**src/rtl/usb_phy_ctrl_pkg.sv**
```systemverilog
// Purpose: Shared constants for the endpoint mark and PHY line-control block
// Assumes: 32-bit AXI4-Lite register bus, byte addresses as listed
// Notes:   Register layouts, line-state codes and interrupt bits
package usb_phy_ctrl_pkg;
  localparam int          ADDR_W            = 8;
  localparam int          DATA_W            = 32;
  localparam logic [7:0]  OFS_EP_MARK       = 8'h34;
  localparam logic [7:0]  OFS_OTG_MASK      = 8'h38;
  localparam logic [7:0]  OFS_PWR_WORD      = 8'h3c;
  localparam logic [7:0]  OFS_PHY_CTRL      = 8'h40;
  localparam logic [7:0]  OFS_IRQ_STATUS    = 8'h44;
  localparam logic [7:0]  OFS_IRQ_CLEAR     = 8'h48;
  localparam logic [7:0]  OFS_IRQ_ENABLE    = 8'h4c;
  localparam logic [7:0]  OFS_LINE_STATUS   = 8'h50;
  localparam int          NUM_EP            = 16;
  localparam logic [4:0]  EP_MARK_OR        = 5'h10;
  localparam int          PWR_W             = 9;
  localparam int          BIT_PD_DIS        = 18;
  localparam int          BIT_RST_CAUSE     = 13;
  localparam int          BIT_RES_CAUSE     = 12;
  localparam int          FILT_LO           = 8;
  localparam int          FILT_HI           = 11;
  localparam int          BIT_SUSP_EN       = 7;
  localparam int          CONF_LO           = 4;
  localparam int          CONF_HI           = 6;
  localparam logic [31:0] PHY_CTRL_WMASK    = 32'h0004_3ff0;
  localparam logic [1:0]  LS_SE0            = 2'h0;
  localparam logic [1:0]  LS_J              = 2'h1;
  localparam logic [1:0]  LS_K              = 2'h2;
  localparam int          IRQ_W             = 3;
  localparam int          IRQ_LS_CHANGE     = 0;
  localparam int          IRQ_RST_RESUME    = 1;
  localparam int          IRQ_K_RESUME      = 2;
  localparam logic [1:0]  RESP_OKAY         = 2'h0;
  localparam logic [1:0]  RESP_SLVERR       = 2'h2;
  localparam int          FILT_CNT_W        = 16;
endpackage

```
**src/rtl/line_filt_if.sv**
```systemverilog
// Purpose: Carries raw and filtered line state between the top and the filter
// Assumes: One clock domain
// Notes:   Top drives raw state and the length code
interface line_filt_if;
  logic [1:0] raw_ls;    // Unfiltered line state
  logic [3:0] log2_len;  // Filter length code
  logic [1:0] filt_ls;   // Filtered line state
  logic       change;    // One-cycle pulse on a filtered change
  modport top  (output raw_ls, output log2_len, input filt_ls, input change);
  modport filt (input raw_ls, input log2_len, output filt_ls, output change);
endinterface

```
**src/rtl/line_state_filter.sv**
```systemverilog
// Purpose: Holds back line-state changes for two to the power of the code
// Assumes: Raw line state synchronous to clk_sys
// Notes:   A candidate that moves restarts the count, so glitches vanish
module line_state_filter
  import usb_phy_ctrl_pkg::*;
(
  input  wire logic  clk_sys,  // System clock
  input  wire logic  rst,      // Async reset, active high
  line_filt_if.filt  lf        // Line-state filter link
);
  logic [1:0]            cand_r;
  logic [FILT_CNT_W-1:0] cnt_r;
  logic [1:0]            filt_r;
  logic                  chg_r;
  logic [FILT_CNT_W-1:0] len;

  // Interval length in clocks; code above 15 cannot occur with four bits
  assign len = FILT_CNT_W'(1) << lf.log2_len;

  always_ff @(posedge clk_sys or posedge rst) begin
    if (rst) begin
      // Start at the idle J level, so leaving reset is not a line change
      cand_r <= LS_J;
      cnt_r  <= '0;
      filt_r <= LS_J;
      chg_r  <= 1'b0;
    end else begin
      chg_r <= 1'b0;
      if (lf.raw_ls != cand_r) begin
        cand_r <= lf.raw_ls;
        cnt_r  <= FILT_CNT_W'(1);
      end else if (cand_r != filt_r) begin
        if (cnt_r >= len) begin
          filt_r <= cand_r;
          chg_r  <= 1'b1;
        end else begin
          cnt_r <= cnt_r + FILT_CNT_W'(1);
        end
      end
    end
  end

  assign lf.filt_ls = filt_r;
  assign lf.change  = chg_r;

  a_filt_hold_glitch: assert property (@(posedge clk_sys) disable iff (rst)
    (lf.raw_ls != cand_r) |=> $stable(filt_r))
    else $error("filtered state moved on a raw change");
  a_filt_full_count: assert property (@(posedge clk_sys) disable iff (rst)
    (filt_r != $past(filt_r)) |-> ($past(cnt_r) >= $past(len)))
    else $error("filtered state moved before the interval ended");
endmodule

```
**src/rtl/usb_ep_phy_ctrl.sv**
```systemverilog
// Purpose: Endpoint marks, OTG mask, power word and PHY line control over AXI4-Lite
// Assumes: One clock, UTMI+ line state synchronous to clk_sys
// Notes:   Status events interrupt through an enable register
//
// Added by the designer: the AXI4-Lite slave port.
module usb_ep_phy_ctrl
  import usb_phy_ctrl_pkg::*;
(
  input  wire logic                            clk_sys,        // System clock 20 MHz
  input  wire logic                            rst,            // Async reset, active high
  input  wire logic [usb_phy_ctrl_pkg::ADDR_W-1:0] s_awaddr,   // Write address
  input  wire logic                            s_awvalid,      // Write address valid
  output logic                                 s_awready,      // Write address ready
  input  wire logic [31:0]                     s_wdata,        // Write data
  input  wire logic [3:0]                      s_wstrb,        // Write byte strobes
  input  wire logic                            s_wvalid,       // Write data valid
  output logic                                 s_wready,       // Write data ready
  output logic [1:0]                           s_bresp,        // Write response
  output logic                                 s_bvalid,       // Write response valid
  input  wire logic                            s_bready,       // Write response ready
  input  wire logic [usb_phy_ctrl_pkg::ADDR_W-1:0] s_araddr,   // Read address
  input  wire logic                            s_arvalid,      // Read address valid
  output logic                                 s_arready,      // Read address ready
  output logic [31:0]                          s_rdata,        // Read data
  output logic [1:0]                           s_rresp,        // Read response
  output logic                                 s_rvalid,       // Read data valid
  input  wire logic                            s_rready,       // Read data ready
  input  wire logic [3:0]                      rx_ep_in,       // Endpoint from token decoder
  output logic [4:0]                           rx_ep_out,      // Endpoint on receive port
  input  wire logic [1:0]                      utmi_linestate, // Raw UTMI+ line state
  input  wire logic                            suspended,      // Link in suspend
  output logic                                 resume_req,     // Resume seen by suspend ctrl
  output logic                                 pd_off_8a,      // Pulldown off, port 8A
  output logic                                 pd_off_8b,      // Pulldown off, port 8B
  output logic [2:0]                           phy_config_pins,// PHY configuration pins
  output logic [31:0]                          otg_mask_out,   // OTG flag mask value
  output logic [8:0]                           pwr_word_out,   // Power signalling word
  output logic                                 irq             // Level interrupt
);
  import usb_phy_ctrl_pkg::*;

  logic [NUM_EP-1:0] ep_mark_r;
  logic [31:0]       otg_mask_r;
  logic [PWR_W-1:0]  pwr_r;
  logic [31:0]       phy_r;
  logic [IRQ_W-1:0]  irq_stat_r;
  logic [IRQ_W-1:0]  irq_en_r;
  logic [4:0]        ep_out_r;
  logic              resume_r;
  logic              pd_r;
  logic [2:0]        conf_r;
  logic              irq_r;
  logic              aw_got_r, w_got_r;
  logic              aw_rdy_r, w_rdy_r, ar_rdy_r;
  logic [ADDR_W-1:0] aw_addr_r;
  logic [31:0]       w_data_r;
  logic [3:0]        w_strb_r;
  logic              bvalid_r, rvalid_r;
  logic [1:0]        bresp_r, rresp_r;
  logic [31:0]       rdata_r;
  logic              wr_go;
  logic [31:0]       wmask;
  logic              rst_resume, k_resume;
  logic [IRQ_W-1:0]  irq_evt;

  line_filt_if lf ();

  // Raw state and length code go to the filter
  assign lf.raw_ls   = utmi_linestate;
  assign lf.log2_len = phy_r[FILT_HI:FILT_LO];

  line_state_filter u_filt (
    .clk_sys (clk_sys),
    .rst     (rst),
    .lf      (lf)
  );

  // controller handles resume
  // Resume is taken from the filtered state only, so line glitches cannot wake the link
  assign rst_resume = phy_r[BIT_SUSP_EN] && suspended && lf.change && (lf.filt_ls == LS_SE0);
  assign k_resume   = phy_r[BIT_SUSP_EN] && suspended && lf.change && (lf.filt_ls == LS_K);

  // Write happens once both address and data are held and the response slot is free
  assign wr_go = aw_got_r && w_got_r && !bvalid_r;
  assign wmask = {{8{w_strb_r[3]}}, {8{w_strb_r[2]}}, {8{w_strb_r[1]}}, {8{w_strb_r[0]}}};

  // AXI write address and data capture, either order
  // Ready has its own flop, the inverse of the held flag, so no bus output
  // passes through a gate; the cost is two extra flops
  always_ff @(posedge clk_sys or posedge rst) begin
    if (rst) begin
      aw_got_r  <= 1'b0;
      w_got_r   <= 1'b0;
      aw_rdy_r  <= 1'b1;
      w_rdy_r   <= 1'b1;
      aw_addr_r <= '0;
      w_data_r  <= '0;
      w_strb_r  <= '0;
    end else begin
      if (s_awvalid && !aw_got_r) begin
        aw_got_r  <= 1'b1;
        aw_rdy_r  <= 1'b0;
        aw_addr_r <= s_awaddr;
      end
      if (s_wvalid && !w_got_r) begin
        w_got_r  <= 1'b1;
        w_rdy_r  <= 1'b0;
        w_data_r <= s_wdata;
        w_strb_r <= s_wstrb;
      end
      if (wr_go) begin
        aw_got_r <= 1'b0;
        w_got_r  <= 1'b0;
        aw_rdy_r <= 1'b1;
        w_rdy_r  <= 1'b1;
      end
    end
  end

  assign s_awready = aw_rdy_r;
  assign s_wready  = w_rdy_r;

  // Write response, unmapped addresses answer SLVERR
  always_ff @(posedge clk_sys or posedge rst) begin
    if (rst) begin
      bvalid_r <= 1'b0;
      bresp_r  <= RESP_OKAY;
    end else if (wr_go) begin
      bvalid_r <= 1'b1;
      unique case (aw_addr_r)
        OFS_EP_MARK, OFS_OTG_MASK, OFS_PWR_WORD, OFS_PHY_CTRL,
        OFS_IRQ_CLEAR, OFS_IRQ_ENABLE, OFS_IRQ_STATUS, OFS_LINE_STATUS: bresp_r <= RESP_OKAY;
        default: bresp_r <= RESP_SLVERR;
      endcase
    end else if (bvalid_r && s_bready) begin
      bvalid_r <= 1'b0;
    end
  end

  assign s_bvalid = bvalid_r;
  assign s_bresp  = bresp_r;

  // Plain read-write registers
  always_ff @(posedge clk_sys or posedge rst) begin
    if (rst) begin
      ep_mark_r  <= '0;
      otg_mask_r <= '0;
      pwr_r      <= '0;
      irq_en_r   <= '0;
    end else if (wr_go) begin
      if (aw_addr_r == OFS_EP_MARK) begin
        ep_mark_r <= (ep_mark_r & ~wmask[NUM_EP-1:0]) | (w_data_r[NUM_EP-1:0] & wmask[NUM_EP-1:0]);
      end
      if (aw_addr_r == OFS_OTG_MASK) begin
        otg_mask_r <= (otg_mask_r & ~wmask) | (w_data_r & wmask);
      end
      if (aw_addr_r == OFS_PWR_WORD) begin
        pwr_r <= (pwr_r & ~wmask[PWR_W-1:0]) | (w_data_r[PWR_W-1:0] & wmask[PWR_W-1:0]);
      end
      if (aw_addr_r == OFS_IRQ_ENABLE) begin
        irq_en_r <= (irq_en_r & ~wmask[IRQ_W-1:0]) | (w_data_r[IRQ_W-1:0] & wmask[IRQ_W-1:0]);
      end
    end
  end

  // PHY control; cause flags set by hardware win over a software clear
  always_ff @(posedge clk_sys or posedge rst) begin
    if (rst) begin
      phy_r <= '0;
    end else begin
      if (wr_go && aw_addr_r == OFS_PHY_CTRL) begin
        phy_r <= (phy_r & ~(wmask & PHY_CTRL_WMASK)) | (w_data_r & wmask & PHY_CTRL_WMASK);
      end
      if (rst_resume) begin
        phy_r[BIT_RST_CAUSE] <= 1'b1;
      end
      if (k_resume) begin
        phy_r[BIT_RES_CAUSE] <= 1'b1;
      end
    end
  end

  // Sticky interrupt events; write-one-to-clear, set wins
  assign irq_evt = {k_resume, rst_resume, lf.change};

  always_ff @(posedge clk_sys or posedge rst) begin
    if (rst) begin
      irq_stat_r <= '0;
    end else if (wr_go && aw_addr_r == OFS_IRQ_CLEAR && w_strb_r[0]) begin
      irq_stat_r <= (irq_stat_r & ~w_data_r[IRQ_W-1:0]) | irq_evt;
    end else begin
      irq_stat_r <= irq_stat_r | irq_evt;
    end
  end

  // Registered outputs toward PHY and receive port
  always_ff @(posedge clk_sys or posedge rst) begin
    if (rst) begin
      ep_out_r <= '0;
      resume_r <= 1'b0;
      pd_r     <= 1'b0;
      conf_r   <= '0;
      irq_r    <= 1'b0;
    end else begin
      ep_out_r <= ep_mark_r[rx_ep_in] ? ({1'b0, rx_ep_in} | EP_MARK_OR) : {1'b0, rx_ep_in};
      resume_r <= rst_resume || k_resume;
      pd_r     <= phy_r[BIT_PD_DIS];
      conf_r   <= phy_r[CONF_HI:CONF_LO];
      irq_r    <= |(irq_stat_r & irq_en_r);
    end
  end

  assign rx_ep_out       = ep_out_r;
  assign resume_req      = resume_r;
  assign pd_off_8a       = pd_r;
  assign pd_off_8b       = pd_r;
  assign phy_config_pins = conf_r;
  assign otg_mask_out    = otg_mask_r;
  assign pwr_word_out    = pwr_r;
  assign irq             = irq_r;

  // AXI read: one cycle from address to data
  always_ff @(posedge clk_sys or posedge rst) begin
    if (rst) begin
      rvalid_r <= 1'b0;
      ar_rdy_r <= 1'b1;
      rdata_r  <= '0;
      rresp_r  <= RESP_OKAY;
    end else if (s_arvalid && !rvalid_r) begin
      rvalid_r <= 1'b1;
      ar_rdy_r <= 1'b0;
      rresp_r  <= RESP_OKAY;
      unique case (s_araddr)
        OFS_EP_MARK:     rdata_r <= 32'(ep_mark_r);
        OFS_OTG_MASK:    rdata_r <= otg_mask_r;
        OFS_PWR_WORD:    rdata_r <= 32'(pwr_r);
        OFS_PHY_CTRL:    rdata_r <= phy_r;
        OFS_IRQ_STATUS:  rdata_r <= 32'(irq_stat_r);
        OFS_IRQ_ENABLE:  rdata_r <= 32'(irq_en_r);
        OFS_IRQ_CLEAR:   rdata_r <= '0;
        OFS_LINE_STATUS: rdata_r <= 32'(lf.filt_ls);
        default: begin
          rdata_r <= '0;
          rresp_r <= RESP_SLVERR;
        end
      endcase
    end else if (rvalid_r && s_rready) begin
      rvalid_r <= 1'b0;
      ar_rdy_r <= 1'b1;
    end
  end

  assign s_arready = ar_rdy_r;
  assign s_rvalid  = rvalid_r;
  assign s_rdata   = rdata_r;
  assign s_rresp   = rresp_r;

  a_ep_mark_or: assert property (@(posedge clk_sys) disable iff (rst)
    ep_mark_r[rx_ep_in] |=> (rx_ep_out == ({1'b0, $past(rx_ep_in)} | EP_MARK_OR)))
    else $error("marked endpoint not ORed with 0x10");

  a_ep_unmarked: assert property (@(posedge clk_sys) disable iff (rst)
    !ep_mark_r[rx_ep_in] |=> (rx_ep_out == {1'b0, $past(rx_ep_in)}))
    else $error("unmarked endpoint altered");

  a_pd_follow: assert property (@(posedge clk_sys) disable iff (rst)
    ##1 (pd_off_8a == $past(phy_r[BIT_PD_DIS])) && (pd_off_8b == pd_off_8a))
    else $error("pulldown outputs do not follow bit 18");

  a_rst_cause_set: assert property (@(posedge clk_sys) disable iff (rst)
    rst_resume |=> phy_r[BIT_RST_CAUSE])
    else $error("reset-cause flag not set");

  a_rst_cause_hold: assert property (@(posedge clk_sys) disable iff (rst)
    (phy_r[BIT_RST_CAUSE] && !(wr_go && aw_addr_r == OFS_PHY_CTRL)) |=> phy_r[BIT_RST_CAUSE])
    else $error("reset-cause flag dropped without write");

  a_rst_cause_clear: assert property (@(posedge clk_sys) disable iff (rst)
    (wr_go && aw_addr_r == OFS_PHY_CTRL && w_strb_r[1] && !w_data_r[BIT_RST_CAUSE]
     && !rst_resume) |=> !phy_r[BIT_RST_CAUSE])
    else $error("reset-cause flag not cleared by a zero write");

  a_k_cause_set: assert property (@(posedge clk_sys) disable iff (rst)
    k_resume |=> phy_r[BIT_RES_CAUSE])
    else $error("resume-cause flag not set");

  a_k_cause_hold: assert property (@(posedge clk_sys) disable iff (rst)
    (phy_r[BIT_RES_CAUSE] && !(wr_go && aw_addr_r == OFS_PHY_CTRL)) |=> phy_r[BIT_RES_CAUSE])
    else $error("resume-cause flag dropped without write");

  a_susp_gate: assert property (@(posedge clk_sys) disable iff (rst)
    !phy_r[BIT_SUSP_EN] |=> !resume_req)
    else $error("resume raised with suspend handling off");

  a_resume_cause: assert property (@(posedge clk_sys) disable iff (rst)
    resume_req |-> $past(phy_r[BIT_SUSP_EN] && suspended))
    else $error("resume raised outside suspend");

  a_conf_pins: assert property (@(posedge clk_sys) disable iff (rst)
    ##1 phy_config_pins == $past(phy_r[CONF_HI:CONF_LO]))
    else $error("config pins do not follow bits 6 to 4");

  // Interrupt follows enabled status
  a_irq_level: assert property (@(posedge clk_sys) disable iff (rst)
    |(irq_stat_r & irq_en_r) |=> irq)
    else $error("interrupt missing for enabled status");

  // Status stays until cleared
  a_irq_stat_sticky: assert property (@(posedge clk_sys) disable iff (rst)
    (irq_stat_r[IRQ_RST_RESUME] && !(wr_go && aw_addr_r == OFS_IRQ_CLEAR))
    |=> irq_stat_r[IRQ_RST_RESUME])
    else $error("status bit dropped without a clear");

  // Ready flops mirror the held flags
  a_ready_track: assert property (@(posedge clk_sys) disable iff (rst)
    (s_awready != aw_got_r) && (s_wready != w_got_r) && (s_arready != s_rvalid))
    else $error("bus ready out of step with held state");
endmodule

```
**config.mk**
```make
export PLATFORM = sky130hd
export DESIGN_NAME = usb_ep_phy_ctrl
export DESIGN_NICKNAME = d
export VERILOG_FILES = /design/src/rtl/usb_phy_ctrl_pkg.sv /design/src/rtl/line_filt_if.sv /design/src/rtl/line_state_filter.sv /design/src/rtl/usb_ep_phy_ctrl.sv
export SDC_FILE = /design/constraint.sdc
export NUM_CORES = 1
export LEC_CHECK = 0
export ABC_CLOCK_PERIOD_IN_PS = 13500
export BUFFER_PORTS_ARGS = -buffer_cell sky130_fd_sc_hd__clkbuf_2
export CORE_ASPECT_RATIO = 1.1
export CORE_UTILIZATION = 25
export DETAILED_ROUTE_END_ITERATION = 7
export GPL_TIMING_DRIVEN = 0
export PLACE_DENSITY = 0.44
export REMOVE_ABC_BUFFERS = 1
export SLEW_MARGIN = 20
export SYNTH_ARGS = -nofsm -noshare
export SYNTH_HDL_FRONTEND = slang
export SYNTH_SLANG_ARGS = --single-unit
```
**constraint.sdc**
```tcl
create_clock -name clk_sys -period 13.5 [get_ports clk_sys]
set_input_delay 0.675 -clock clk_sys [delete_from_list [all_inputs] [get_ports clk_sys]]
set_output_delay 0.675 -clock clk_sys [all_outputs]
set_load 0.02 [all_outputs]
```
== Yosys cells after proc, flatten, opt, wreduce, memory -nomap -nowiden ==
Index checks and enable logic that the tools add are counted.

* Register bits after elaboration: 214
* Bits of input ports: 66
* Output and inout bits: 94
* Logic and storage cells: 145

* Add/sub/neg operators: 1
* Order comparisons: 2
* Equal/unequal tests: 20
* Shift operators: 1
* Muxes and demuxes: 30
* Bitwise gates (word level): 25
* Reductions and logical operators: 36

{| class="wikitable"
|+ Operator list
! cell !! number
|-
| $pmux W32 S7 || 1
|-
| $and A32 B32 Y32 || 3
|-
| $eq A8 B7 Y1 const B || 10
|-
| $eq A8 B6 Y1 const B || 6
|-
| $mux W16 || 3
|-
| $and A16 B16 Y16 || 2
|-
| $not A19 Y32 || 1
|-
| $not A32 Y32 || 1
|-
| $or A32 B19 Y32 || 1
|-
| $or A32 B32 Y32 || 1
|-
| $mux W1 || 20
|-
| $and A9 B9 Y9 || 2
|-
| $add A16 B1 Y16 const B || 1
|-
| $ge A16 B16 Y1 || 1
|-
| $not A16 Y16 || 1
|-
| $or A16 B16 Y16 || 1
|-
| $reduce_or A8 Y1 || 2
|-
| $shl A1 B4 Y16 const A || 1
|-
| $logic_and A1 B1 Y1 || 14
|-
| $mux W14 || 1
|-
| $reduce_bool A2 Y1 || 7
|-
| $and A3 B3 Y3 || 4
|-
| $reduce_and A2 Y1 || 5
|-
| $not A9 Y9 || 1
|-
| other kinds (17) || 25
|}

== Longest topological paths before layout ==
Gate-level depths: netlist of the first run.

* Depth in word-level cells: 5
* Gate-level depth with buffers: 12

== By module ==
From an unflattened synthesis of the first run, not the netlist that was laid out.

* Cell total of the unflattened synthesis: 721
* Area, all modules: 8884.8 sq um

{| class="wikitable"
|+ Modules (own cells, without submodules)
! module !! instances !! cells an instance !! area each (sq um) !! seq. area each (sq um)
|-
| usb_ep_phy_ctrl || 1 || 539 || 7267.0 || 4257.8
|-
| line_state_filter || 1 || 182 || 1617.8 || 528.0
|}

== Worst setup path before layout of the first run ==
OpenSTA, ideal clock, no wires.

* Path kind: register -> register
* Start: register with a tool-made name
* End: register u_filt.cnt_r[11]
* Arrival: 2701 ps
* Slack: 10721 ps
* Stages on the path, launching flop included: 12
* Buffers on the path: 2
* Clock period less this slack: 2779 ps
* Cells stage by stage: dfrtp_1 clkbuf_1 nor2b_1 nand2_1 ha_1 nor2b_1 o211a_1 o311ai_4 nand4_4 buf_6 or4_1 a21oi_1

{| class="wikitable"
|+ RTL lines
! what !! line !! source
|-
| end signal, assigned || line_state_filter.sv:37 || <nowiki>cnt_r <= cnt_r + FILT_CNT_W'(1);</nowiki>
|-
| end, declared || line_state_filter.sv:12 || <nowiki>logic [FILT_CNT_W-1:0] cnt_r;</nowiki>
|}

==> summary.txt, run 1 <==
Status
  • Status: complete, no violations

Power
  • Worst VDD drop: 70.1 µV
  • Leakage Power: 4.93 nW
  • Final Total Pwr: around 1.7 mW
  • PwrDens: 161 nW/µm²

Detailed routing
  • Routed via count: approximately 6000
  • Starting DRC count in detailed routing: 236
  • WL per Instance: 18.0 µm
  • Final WL: 23200 µm
  • DR vias/cell: 4.67
  • Routed Antenna Nets: 0
  • TritonRoute pass-1 iters: 6
  • DRC violations left: 0

Die
  • Die area: 34300 µm²
  • Die height: approximately 190 µm
  • Starting density of the core: 25.3%
  • Die width: 177 µm
  • Io pins: 160
  • Row count: 70
  • Core Footprint: 33200 µm²

Synth
  • Synth cell types: 56
  • Ys async rst share: 100%
  • #FFs+latches synth: 191
  • Syn_area_per_cell: approximately 12 µm²
  • Sequential fraction of the synthesis area: 57.0%
  • Top FF cell, synth: dfrtp_1
  • Mapped Area: 8400 µm²
  • Syn Inst Count: 691
  • Yosys warns: 0
  • Post-synth EDFFs: 0

Placed design
  • Detailed Place HPWL: 17100 µm
  • Global placement routability congestion: 0.724
  • Post-Place Cell Area: 9790 µm²
  • Number of port buffers: between 150 and 200

Setup path
  • CP Launch Type: flop
  • CP Data Arrival Time: 3500 ps
  • Worst stage delay on the critical path: 570 ps
  • Worst EP required: 13850 ps
  • Crit path cell chain: nor2b_1 > nand2_1 > ha_1 > nor2b_1 > o211a_1 > o311ai_4 > nand4_4 > or4_1 > a21oi_1
  • Cell mode on critical path: nor2b_1
  • Crit end category: flop
  • Setup CP Type: flop to flop
  • CP max stage cell: or4_1
  • Worst-path fanout max: 27

Timing
  • Fin Clk Skew: roughly 12 ps
  • Setup repair after global routing missed its margin: no
  • Total Neg Setup Slack: 0 ps
  • Final Cycle Share: 23.3%
  • Final Hold Vio Count: 0
  • Worst slew pin tran: approximately 940 ps
  • Final min period: 3150 ps
  • FMAX: 0.317 GHz
  • Fin. max-slew vios: 0
  • Final setup vio count: 0
  • Slew margin rel.: 37.1%

Finish
  • Final Net Count: 927
  • Area growth syn-to-layout: 23.8%
  • Fillers: 3385
  • Post-route cell area: slightly above 10000 µm²
  • Layout Utilization: 31.3%
  • Share of cells above drive strength 1: 25.8%
  • N_diodes: 0
  • Most frequent cells in the layout: dfrtp_1 (186), clkbuf_2 (157), mux2_1 (115), nand2_1 (72), nand3_1 (36)
  • Most common cell after layout, fill and taps aside: dfrtp_1

Clock tree
  • CTS sink count: 191
  • Clock latency on the worst-skew pair: roughly 440 ps
  • Worst-path clk slew: 80 ps
  • Clock Path Buffers: 2
  • Postcts setup bufs: 0
  • Post-CTS sizing: 0
  • CTS tree: built
  • H-tree Lvls: 4
  • Root Driver: clkbuf_16
  • Num CTS Buffers: 17
  • # hold bufs at CTS: 0

Global routing
  • Tot GR Track Use: 14.2%
  • Pin count of the biggest net entering global routing: 88
  • First-pass GRT wire length: around 37000 µm
  • Number of global-route vias before repair: ~6000
  • Antenna violations before repair: 0
  • GRT overflow: 0

Run
  • Max Cap Viol: 0

Worst hold path
  • HP Class: input port to async pin
-- routing by layer --
layer	part of all wire (%)	vias to the layer above	global-route usage [%]
li1	-	2828	-
met2	49	115	23.5
met4	1.3	0	4.05
met1	45	3063	18.4
met5	0	-	0
met3	4.6	13	3.37
-- worst max-delay path: cells and delay by family, from the launching register on --
kind | cells | cell delay (ps)
AO/OA/AOI/OAI | 3 | 710
adder cells (fa/ha/maj) | 1 | 290
flip-flops | 1 | 520
AND/OR/NAND/NOR | 5 | 1530
-- cell families (layout without fill, tap and decap cells) --
logic type,count (synthesis),after routing,share of synthesized area [%]
muxes,126,126,17.5
buffers and inverters,50,215,2.47
other,1,2,0.0447
adders and majority gates,17,17,2.53
and+or+nand+nor,202,202,11.9
xor gates and xnor gates,4,4,0.417
DFF,191,191,57.0
AOI/OAI and AO/OA,100,100,8.14
-- stage by stage --
| step | setup WS, ps | instances | hold slack, ps |
|---|---|---|---|
| after floorplan | 7630 | 657 | 371 |
| after global placement | 4800 | 1246 | 389 |
| after detailed placement | 10370 | 1257 | 390 |
| after CTS | 10360 | 1289 | 208 |
| after global routing | 10040 | 1289 | 213 |
| final | 10350 | 1289 | 207 |
-- where the power goes --
part	internal (mW)	switching, mW	leakage (nW)	total (mW)
clock network	0.281	0.246	0.289	0.526
registers	0.697	0.106	2.48	0.803
logic	0.141	0.202	2.16	0.343
total	1.12	0.553	4.93	1.67
-- final timing paths --
check | slack (ps) | to | depth (start not counted) | startpoint
worst max-delay path | 10350 | u_filt.cnt_r[13] | 9 | flop
worst min-delay path | 210 | s_rdata[13] | 2 | rst
worst max register to register | 10350 | u_filt.cnt_r[13] | 9 | flop
worst min register to register | 400 | phy_config_pins[2] | 0 | flop
max in group asynchronous | 12200 | s_rdata[24] | 4 | rst
min in group clk_sys | 330 | u_filt.cand_r[0] | 1 | utmi_linestate[0]
-- area by class of cell --
type                       count  area, µm²  share of cell area [%]
tap                          432        541                    5.20
multi-input combinational    451       3440                    33.1
inverter                      15       63.8                   0.614
sequential                   191       4790                    46.0
clock inverter                14        175                    1.68
timing repair buffer         168        965                    9.28
clock buffer                  18        429                    4.13
-- Yosys cell counts, types with 3 or more instances --
cell type    n  area share, %
nor4_1       3           0.22
nand3_1     36            2.1
nor2_1      31            1.4
o21ai_0      6           0.36
ha_1        17            2.5
nor2b_1     12           0.89
a21oi_1     20            1.2
clkbuf_1    29            1.3
mux4_2       5            1.3
a222oi_1     6           0.72
a22oi_1     10           0.89
nand4_1      8           0.60
nand4b_1     3           0.31
mux2i_1      6           0.72
o31ai_1     12            1.1
a221oi_1     5           0.52
inv_1       14           0.63
o21ai_1     16           0.95
or4_1       12            1.1
dfrtp_1    186             55
a31oi_1     11           0.82
nor3_1       8           0.48
mux2_1     115             15
nand2_1     73            3.3
dfstp_2      5            1.6
buf_4        3           0.27
No activity file was read; power rests on OpenSTA's default activity.
==> run 2, diff against run 1 <==
--- a/config.mk
+++ b/config.mk
@@ -5,7 +5,8 @@
 export SDC_FILE = /design/constraint.sdc
 export NUM_CORES = 1
 export LEC_CHECK = 0
-export ABC_CLOCK_PERIOD_IN_PS = 13500
+export ABC_AREA = 1
+export ABC_CLOCK_PERIOD_IN_PS = 3300
 export BUFFER_PORTS_ARGS = -buffer_cell sky130_fd_sc_hd__clkbuf_2
 export CORE_ASPECT_RATIO = 1.1
 export CORE_UTILIZATION = 25
==> constraint.sdc (replaced) <==
create_clock -name clk_sys -period 3.3 [get_ports clk_sys]
set_input_delay 0.165 -clock clk_sys [delete_from_list [all_inputs] [get_ports clk_sys]]
set_output_delay 0.165 -clock clk_sys [all_outputs]
set_load 0.02 [all_outputs]
==> summary.txt, run 2 <==
Status
  • Status: complete, no violations (unchanged)

Global routing
  • GRT overflow: 0 (unchanged)
  • First-pass GRT wire length: 40900 µm (was 37000 µm)
  • Tot GR Track Use: 14.7% (was 14.2%)
  • Pin count of the biggest net entering global routing: 97 (was 88)
  • Antenna violations before repair: 0 (unchanged)
  • Number of global-route vias before repair: 7296 (was 6044)

Detailed routing
  • Starting DRC count in detailed routing: 373 (was 236)
  • DRC violations left: 0 (unchanged)
  • TritonRoute pass-1 iters: 5 (was 6)
  • WL per Instance: 14.9 µm (was 18.0 µm)
  • Final WL: 25500 µm (was 23200 µm)
  • Routed via count: 7393 (was 6019)
  • DR vias/cell: 4.32 (was 4.67)
  • Routed Antenna Nets: 0 (unchanged)

Finish
  • Area growth syn-to-layout: 27.9% (was 23.8%)
  • Multi-input gate area: 3600 µm² (was 3440 µm²)
  • N_diodes: 0 (unchanged)
  • Share of cells above drive strength 1: 19.3% (was 25.8%)
  • Most common cell after layout, fill and taps aside: nand2_1 (was dfrtp_1)
  • Fillers: 3800 (was 3385)
  • Most frequent cells in the layout: nand2_1 (384), dfrtp_1 (186), clkbuf_2 (157), inv_1 (76), o21ai_0 (75) (was dfrtp_1 (186), clkbuf_2 (157), mux2_1 (115), nand2_1 (72), nand3_1 (36))
  • Post-route cell area: 11400 µm² (was 10400 µm²)
  • Final Net Count: 1337 (was 927)
  • FF/Latch Area: 4790 µm² (unchanged)

Timing
  • Final Hold Vio Count: 0 (unchanged)
  • Final min period: 2800 ps (was 3150 ps)
  • Final Cycle Share: 84.8% (was 23.3%)
  • Final setup vio count: 0 (unchanged)
  • Total Neg Setup Slack: 0 ps (unchanged)
  • Slew margin rel.: 47.8% (was 37.1%)
  • Worst slew pin tran: 782 ps (was 941 ps)
  • Fin Clk Skew: 20.4 ps (was 12.4 ps)
  • FMAX: 0.357 GHz (was 0.317 GHz)
  • Setup repair after global routing missed its margin: no (unchanged)
  • Fin. max-slew vios: 0 (unchanged)

Die
  • Io pins: 160 (unchanged)
  • Core Footprint: 35100 µm² (was 33200 µm²)
  • Die width: 182 µm (was 177 µm)
  • Die height: 200 µm (was 194 µm)
  • Die area: 36400 µm² (was 34300 µm²)
  • Starting density of the core: 25.3% (about the same)
  • Row count: 72 (was 70)

Synth
  • Syn_area_per_cell: 8.42 µm² (was 12.1 µm²)
  • Most frequent cell after synthesis: nand2_1 (was dfrtp_1)
  • Yosys warns: 0 (unchanged)
  • Synth top area cells: dfrtp_1 (52%), nand2_1 (16%), o21ai_0 (4.2%), inv_1 (3.3%), nand3_1 (3.0%) (was dfrtp_1 (55%), mux2_1 (15%), nand2_1 (3.3%), ha_1 (2.5%), nand3_1 (2.1%))
  • Post-synth top area share: 52.3% (was 55.4%)
  • Yosys top cell by area: dfrtp_1 (unchanged)
  • Post-synth EDFFs: 0 (unchanged)
  • Sequential fraction of the synthesis area: 53.8% (was 57.0%)
  • Synth cell types: 42 (was 56)
  • Mapped Area: 8900 µm² (was 8400 µm²)
  • Top FF cell, synth: dfrtp_1 (unchanged)
  • #FFs+latches synth: 191 (unchanged)
  • Commonest cells post-synth: nand2_1 (385), dfrtp_1 (186), inv_1 (78), o21ai_0 (75), nor2_1 (60) (was dfrtp_1 (186), mux2_1 (115), nand2_1 (73), nand3_1 (36), nor2_1 (31))
  • Ys async rst share: 100% (unchanged)
  • Syn Inst Count: 1057 (was 691)

Clock tree
  • Root Driver: clkbuf_16 (unchanged)
  • CTS tree: built (unchanged)
  • Post-CTS sizing: 0 (unchanged)
  • # hold bufs at CTS: 55 (was 0)
  • Postcts setup bufs: 0 (unchanged)
  • Clock latency on the worst-skew pair: 440 ps (about the same)
  • Clock Path Buffers: 2 (unchanged)
  • CTS sink count: 191 (unchanged)
  • Num CTS Buffers: 17 (unchanged)
  • Worst-path clk slew: 70 ps (was 80 ps)
  • H-tree Lvls: 4 (unchanged)

Placed design
  • Detailed Place HPWL: 18100 µm (was 17100 µm)
  • Post-Place Cell Area: 10200 µm² (was 9790 µm²)
  • Global placement routability congestion: 0.779 (was 0.724)
  • Number of port buffers: 157 (unchanged)

Run
  • Max Cap Viol: 0 (unchanged)

Worst hold path
  • Worst Hold Depth: 1
  • HP Class: input port to flop (was input port to async pin)
  • Hold_sp: rx_ep_in[0]
  • WHS Endpoint: rx_ep_out[0]

Setup path
  • Worst EP required: 3670 ps (was 13850 ps)
  • Worst-path fanout max: 17 (was 27)
  • Setup CP Type: flop to flop (unchanged)
  • Worst R2R Path Depth: 14 (was 9)
  • Crit end category: flop (unchanged)
  • Worst r2r dst: u_filt.cnt_r[4] (was u_filt.cnt_r[13])
  • Reg-to-reg slack, setup: 500 ps (was 10350 ps)
  • CP Data Arrival Time: 3160 ps (was 3500 ps)
  • CP Launch Type: flop (unchanged)

Power
  • Worst VDD drop: 438 µV (was 70.1 µV)
  • PwrDens: 613 nW/µm² (was 161 nW/µm²)
  • Leakage Power: 5.69 nW (was 4.93 nW)
[run 2: cell types whose count changed after synthesis, moves of 17 or more]
cell     before  now
nand2_1      73  385
mux2_1      115    0
inv_1        14   78
nor2_1       31   60
nand3_1      36   53
o21ai_0       6   75
[run 2: cells by family (layout without fill, tap and decap cells)]
kind of cell | Yosys count | count (layout) | synth area share [%]
XOR/XNOR | 11 | 11 | 1.08
adder cells (fa/ha/maj) | 17 | 17 | 2.39
AO/OA/AOI/OAI | 152 | 152 | 9.69
AND/OR/NAND/NOR | 558 | 558 | 27.1
other | 1 | 2 | 0.0421
flip-flops | 191 | 191 | 53.8
buffers and inverters | 127 | 336 | 5.95
[run 2: metrics by stage]
stage	std cells	utilization (%)	setup WS [ps]	power, mW	hold WS (ps)
final	1711	32.4	502	6.98	56.2
after global routing	1711	32.4	123	7.44	69.5
after CTS	1711	32.4	466	7.11	41.4
after detailed placement	1624	29.0	489	4.73	281
after global placement	1619	28.6	-4930	4.66	275
after floorplan	1018	-	-2060	4.13	169
[run 2: layout make-up]
type,instances,share of cell area [%]
tap,444,4.88
timing repair buffer,217,12.9
clock buffer,21,4.13
clock inverter,11,1.53
inverter,87,2.93
multi-input combinational,740,31.6
sequential,191,42.0
[run 2: per-layer routing]
layer  share of wire [%]  wire length (µm)  global-route usage [%]  up-vias
li1                    -                 -                       -     3804
met3                 4.5              1140                    3.34       16
met4                0.97               248                    3.92        0
met2                  49             12400                    25.0      131
met1                  46             11700                    18.7     3442
met5                   0                 0                       0        -
[run 2: report_power, final]
| part | total, mW | internal (mW) | switching, mW |
|---|---|---|---|
| Sequential | 3.15 | 2.79 | 0.361 |
| Clock | 2.29 | 1.34 | 0.946 |
| Combinational | 1.55 | 0.501 | 1.05 |
| Total | 6.98 | 4.63 | 2.35 |
[run 2: worst max path at each step]
stage,from,end,depth (start not counted)
after floorplan,rst,async pin,1
after detailed placement,flop,u_filt.cnt_r[5],14
after global routing,flop,u_filt.cnt_r[4],14
final,flop,u_filt.cnt_r[4],14
after global placement,rst,s_rdata[10],2
after CTS,flop,u_filt.cnt_r[4],14
[run 2: worst max-delay path, stage by stage (launching register included)]
cell and delay (ps):
dfrtp_1 520, clkinv_1 320, nand4_1 210, ha_1 250
nand2_1 80, nor2_1 50, nor2_1 70, nand2_1 60
nand2_1 50, nand2_1 60, nand2_1 110, nand3_2 310
nand2_1 460, nand2_1 100, nand2_1 80
==> run 3, diff against run 2 <==
--- a/config.mk
+++ b/config.mk
@@ -6,13 +6,13 @@
 export NUM_CORES = 1
 export LEC_CHECK = 0
 export ABC_AREA = 1
-export ABC_CLOCK_PERIOD_IN_PS = 3300
+export ABC_CLOCK_PERIOD_IN_PS = 2400
 export BUFFER_PORTS_ARGS = -buffer_cell sky130_fd_sc_hd__clkbuf_2
 export CORE_ASPECT_RATIO = 1.1
 export CORE_UTILIZATION = 25
 export DETAILED_ROUTE_END_ITERATION = 7
 export GPL_TIMING_DRIVEN = 0
-export PLACE_DENSITY = 0.44
+export PLACE_DENSITY = 0.46
 export REMOVE_ABC_BUFFERS = 1
 export SLEW_MARGIN = 20
 export SYNTH_ARGS = -nofsm -noshare
==> constraint.sdc (replaced) <==
create_clock -name clk_sys -period 2.4 [get_ports clk_sys]
set_input_delay 0.12 -clock clk_sys [delete_from_list [all_inputs] [get_ports clk_sys]]
set_output_delay 0.12 -clock clk_sys [all_outputs]
set_load 0.02 [all_outputs]
==> summary.txt, run 3 (synthesis results as in run 2) <==
Clock tree
  • Num CTS Buffers: 17 (unchanged)
  • Clock latency on the worst-skew pair: 440 ps (about the same)
  • Postcts setup bufs: 0 (unchanged)
  • Root Driver: clkbuf_16 (unchanged)
  • Clock Path Buffers: 2 (unchanged)
  • Worst-path clk slew: 70 ps (about the same)
  • H-tree Lvls: 4 (unchanged)
  • CTS tree: built (unchanged)
  • CTS sink count: 191 (unchanged)

Timing
  • FMAX: 0.443 GHz (was 0.357 GHz)
  • Fin. max-slew vios: 0 (unchanged)
  • Final Cycle Share: 94.1% (was 84.8%)
  • Setup repair after global routing missed its margin: no (unchanged)
  • Final setup vio count: 0 (unchanged)
  • Slew margin rel.: 42.0% (was 47.8%)
  • Final Hold Vio Count: 0 (unchanged)
  • Fin Clk Skew: 12.8 ps (was 20.4 ps)
  • Final min period: 2260 ps (was 2800 ps)
  • Worst slew pin tran: 867 ps (was 782 ps)
  • Total Neg Setup Slack: 0 ps (unchanged)

Detailed routing
  • DR vias/cell: 4.42 (was 4.32)
  • Routed Antenna Nets: 0 (unchanged)
  • Final WL: 26200 µm (was 25500 µm)
  • DRC violations left: 0 (unchanged)
  • Starting DRC count in detailed routing: 508 (was 373)
  • TritonRoute pass-1 iters: 5 (unchanged)
  • Routed via count: 7578 (was 7393)
  • WL per Instance: 15.3 µm (was 14.9 µm)

Power
  • PwrDens: 837 nW/µm² (was 613 nW/µm²)
  • Final Total Pwr: 9.52 mW (was 6.98 mW)
  • Worst VDD drop: 443 µV (was 438 µV)
  • Leakage Power: 5.66 nW (was 5.69 nW)

Setup path
  • Worst-path fanout max: 10 (was 17)
  • CP bufs+invs: 0 (was 1)
  • CP Data Arrival Time: 2570 ps (was 3160 ps)
  • Worst stage delay on the critical path: 490 ps (was 520 ps)
  • Setup CP Type: flop to flop (unchanged)
  • Worst EP required: 2710 ps (was 3670 ps)
  • CP max stage cell: dfrtp_1 (unchanged)
  • Crit end category: flop (unchanged)
  • Cell mode on critical path: nand2_1 (unchanged)
  • Crit-path leading delay family: simple AND/OR/NAND/NOR gates (unchanged)
  • Crit path cell chain: nor4_1 > ha_1 > nand2_1 > nor2_1 > nor2_1 > nand2_1 > nand2_1 > nand2_1 > nand2_2 > nand3_2 > nand2_1 > nand3_1 (was clkinv_1 > nand4_1 > ha_1 > nand2_1 > nor2_1 > nor2_1 > nand2_1 > nand2_1 > nand2_1 > nand2_1 > nand3_2 > nand2_1 > nand2_1 > nand2_1)
  • CP Launch Type: flop (unchanged)

Placed design
  • Global placement routability congestion: 0.753 (was 0.779)
  • Detailed Place HPWL: 18100 µm (about the same)
  • Number of port buffers: 157 (unchanged)

Global routing
  • Pin count of the biggest net entering global routing: 98 (was 97)
  • Met1 GRT Util: 18.8% (was 18.7%)
  • First-pass GRT wire length: 40300 µm (was 40900 µm)
  • Number of global-route vias before repair: 7095 (was 7296)
  • Most Crowded Layer GR: met2 (unchanged)
  • GRT overflow: 0 (unchanged)
  • Tot GR Track Use: 14.6% (was 14.7%)
  • GRT met2 Usage: 24.3% (was 25.0%)
  • Met3 usage: 3.74% (was 3.34%)
  • Antenna violations before repair: 2 (was 0)

Die
  • Starting density of the core: 25.3% (unchanged)
  • Die width: 182 µm (unchanged)
  • Die area: 36400 µm² (unchanged)
  • Row count: 72 (unchanged)
  • Core Footprint: 35100 µm² (unchanged)
  • Io pins: 160 (unchanged)
  • Die height: 200 µm (unchanged)

Finish
  • Area growth syn-to-layout: 27.9% (unchanged)
  • N_diodes: 0 (unchanged)
  • Final Net Count: 1339 (was 1337)
  • Most frequent cells in the layout: nand2_1 (382), dfrtp_1 (183), clkbuf_2 (157), inv_1 (75), o21ai_0 (75) (was nand2_1 (384), dfrtp_1 (186), clkbuf_2 (157), inv_1 (76), o21ai_0 (75))
  • Share of cells above drive strength 1: 20.1% (was 19.3%)
  • Most common cell after layout, fill and taps aside: nand2_1 (unchanged)

Run
  • Max Cap Viol: 0 (unchanged)

Worst hold path
  • HP Class: input port to flop (unchanged)
  • Hold_sp: rx_ep_in[0] (unchanged)

Status
  • Status: complete, no violations (unchanged)
==> run 3: cell type report <==
type,instances,area [µm²]
timing repair buffer,216,1440
inverter,87,343
sequential,191,4790
multi-input combinational,743,3660
clock inverter,10,135
fill,3778,23800
clock buffer,22,464
tap,444,556
==> run 3: metrics by stage <==
| stage | cells | hold WS, ps | worst slack, ps | util (%) | instance area (µm²) |
|---|---|---|---|---|---|
| after global placement | 1619 | 231 | -5770 | 28.6 | 10000 |
| after detailed placement | 1623 | 19.8 | -397 | 28.9 | 10200 |
| after CTS | 1710 | 11.9 | 17.4 | 32.2 | 11300 |
| final | 1713 | 28.0 | 142 | 32.4 | 11400 |
| after global routing | 1713 | 45.5 | 8.89 | 32.4 | 11400 |
| after floorplan | 1018 | 124 | -2910 | - | 8700 |
==> run 3: worst reg2reg max path, stage by stage, from the launching register on <==
cell     delay, ps
dfrtp_1        490
nor4_1         390
ha_1           300
nand2_1         60
nor2_1          40
nor2_1          80
nand2_1         70
nand2_1         60
nand2_1         70
nand2_2        160
nand3_2        240
nand2_1        120
nand3_1         60
==> run 3: routing by layer <==
metal,vias to the layer above,part of all wire (%)
met2,152,49
met3,15,5.0
met1,3598,46
li1,3811,-
met4,2,0.71
met5,-,0.038
==> run 3: path summary, 6_finish.rpt <==
path	slack, ps	depth (start not counted)	to
setup / recovery	140	12	u_filt.cnt_r[0]
hold / removal	30	1	rx_ep_out[0]
setup reg to reg	140	12	u_filt.cnt_r[0]
hold reg to reg	410	0	phy_config_pins[0]
max in group asynchronous	1580	4	u_filt.cand_r[0]
min in group asynchronous	120	3	w_data_r[6]
==> run 3: what timing repair did <==
item                                    CTS  global route
gates resized for setup                   7            10
hold endpoints to repair                242             0
hold buffers                             55             0
cloned                                    0             3
endpoints found under the setup margin   16            31
pin swaps                                 0             3
==> run 3: power breakdown <==
group | internal (mW) | switching, mW
Clock | 1.70 | 1.28
Sequential | 3.84 | 0.507
Combinational | 0.690 | 1.51
Total | 6.22 | 3.30
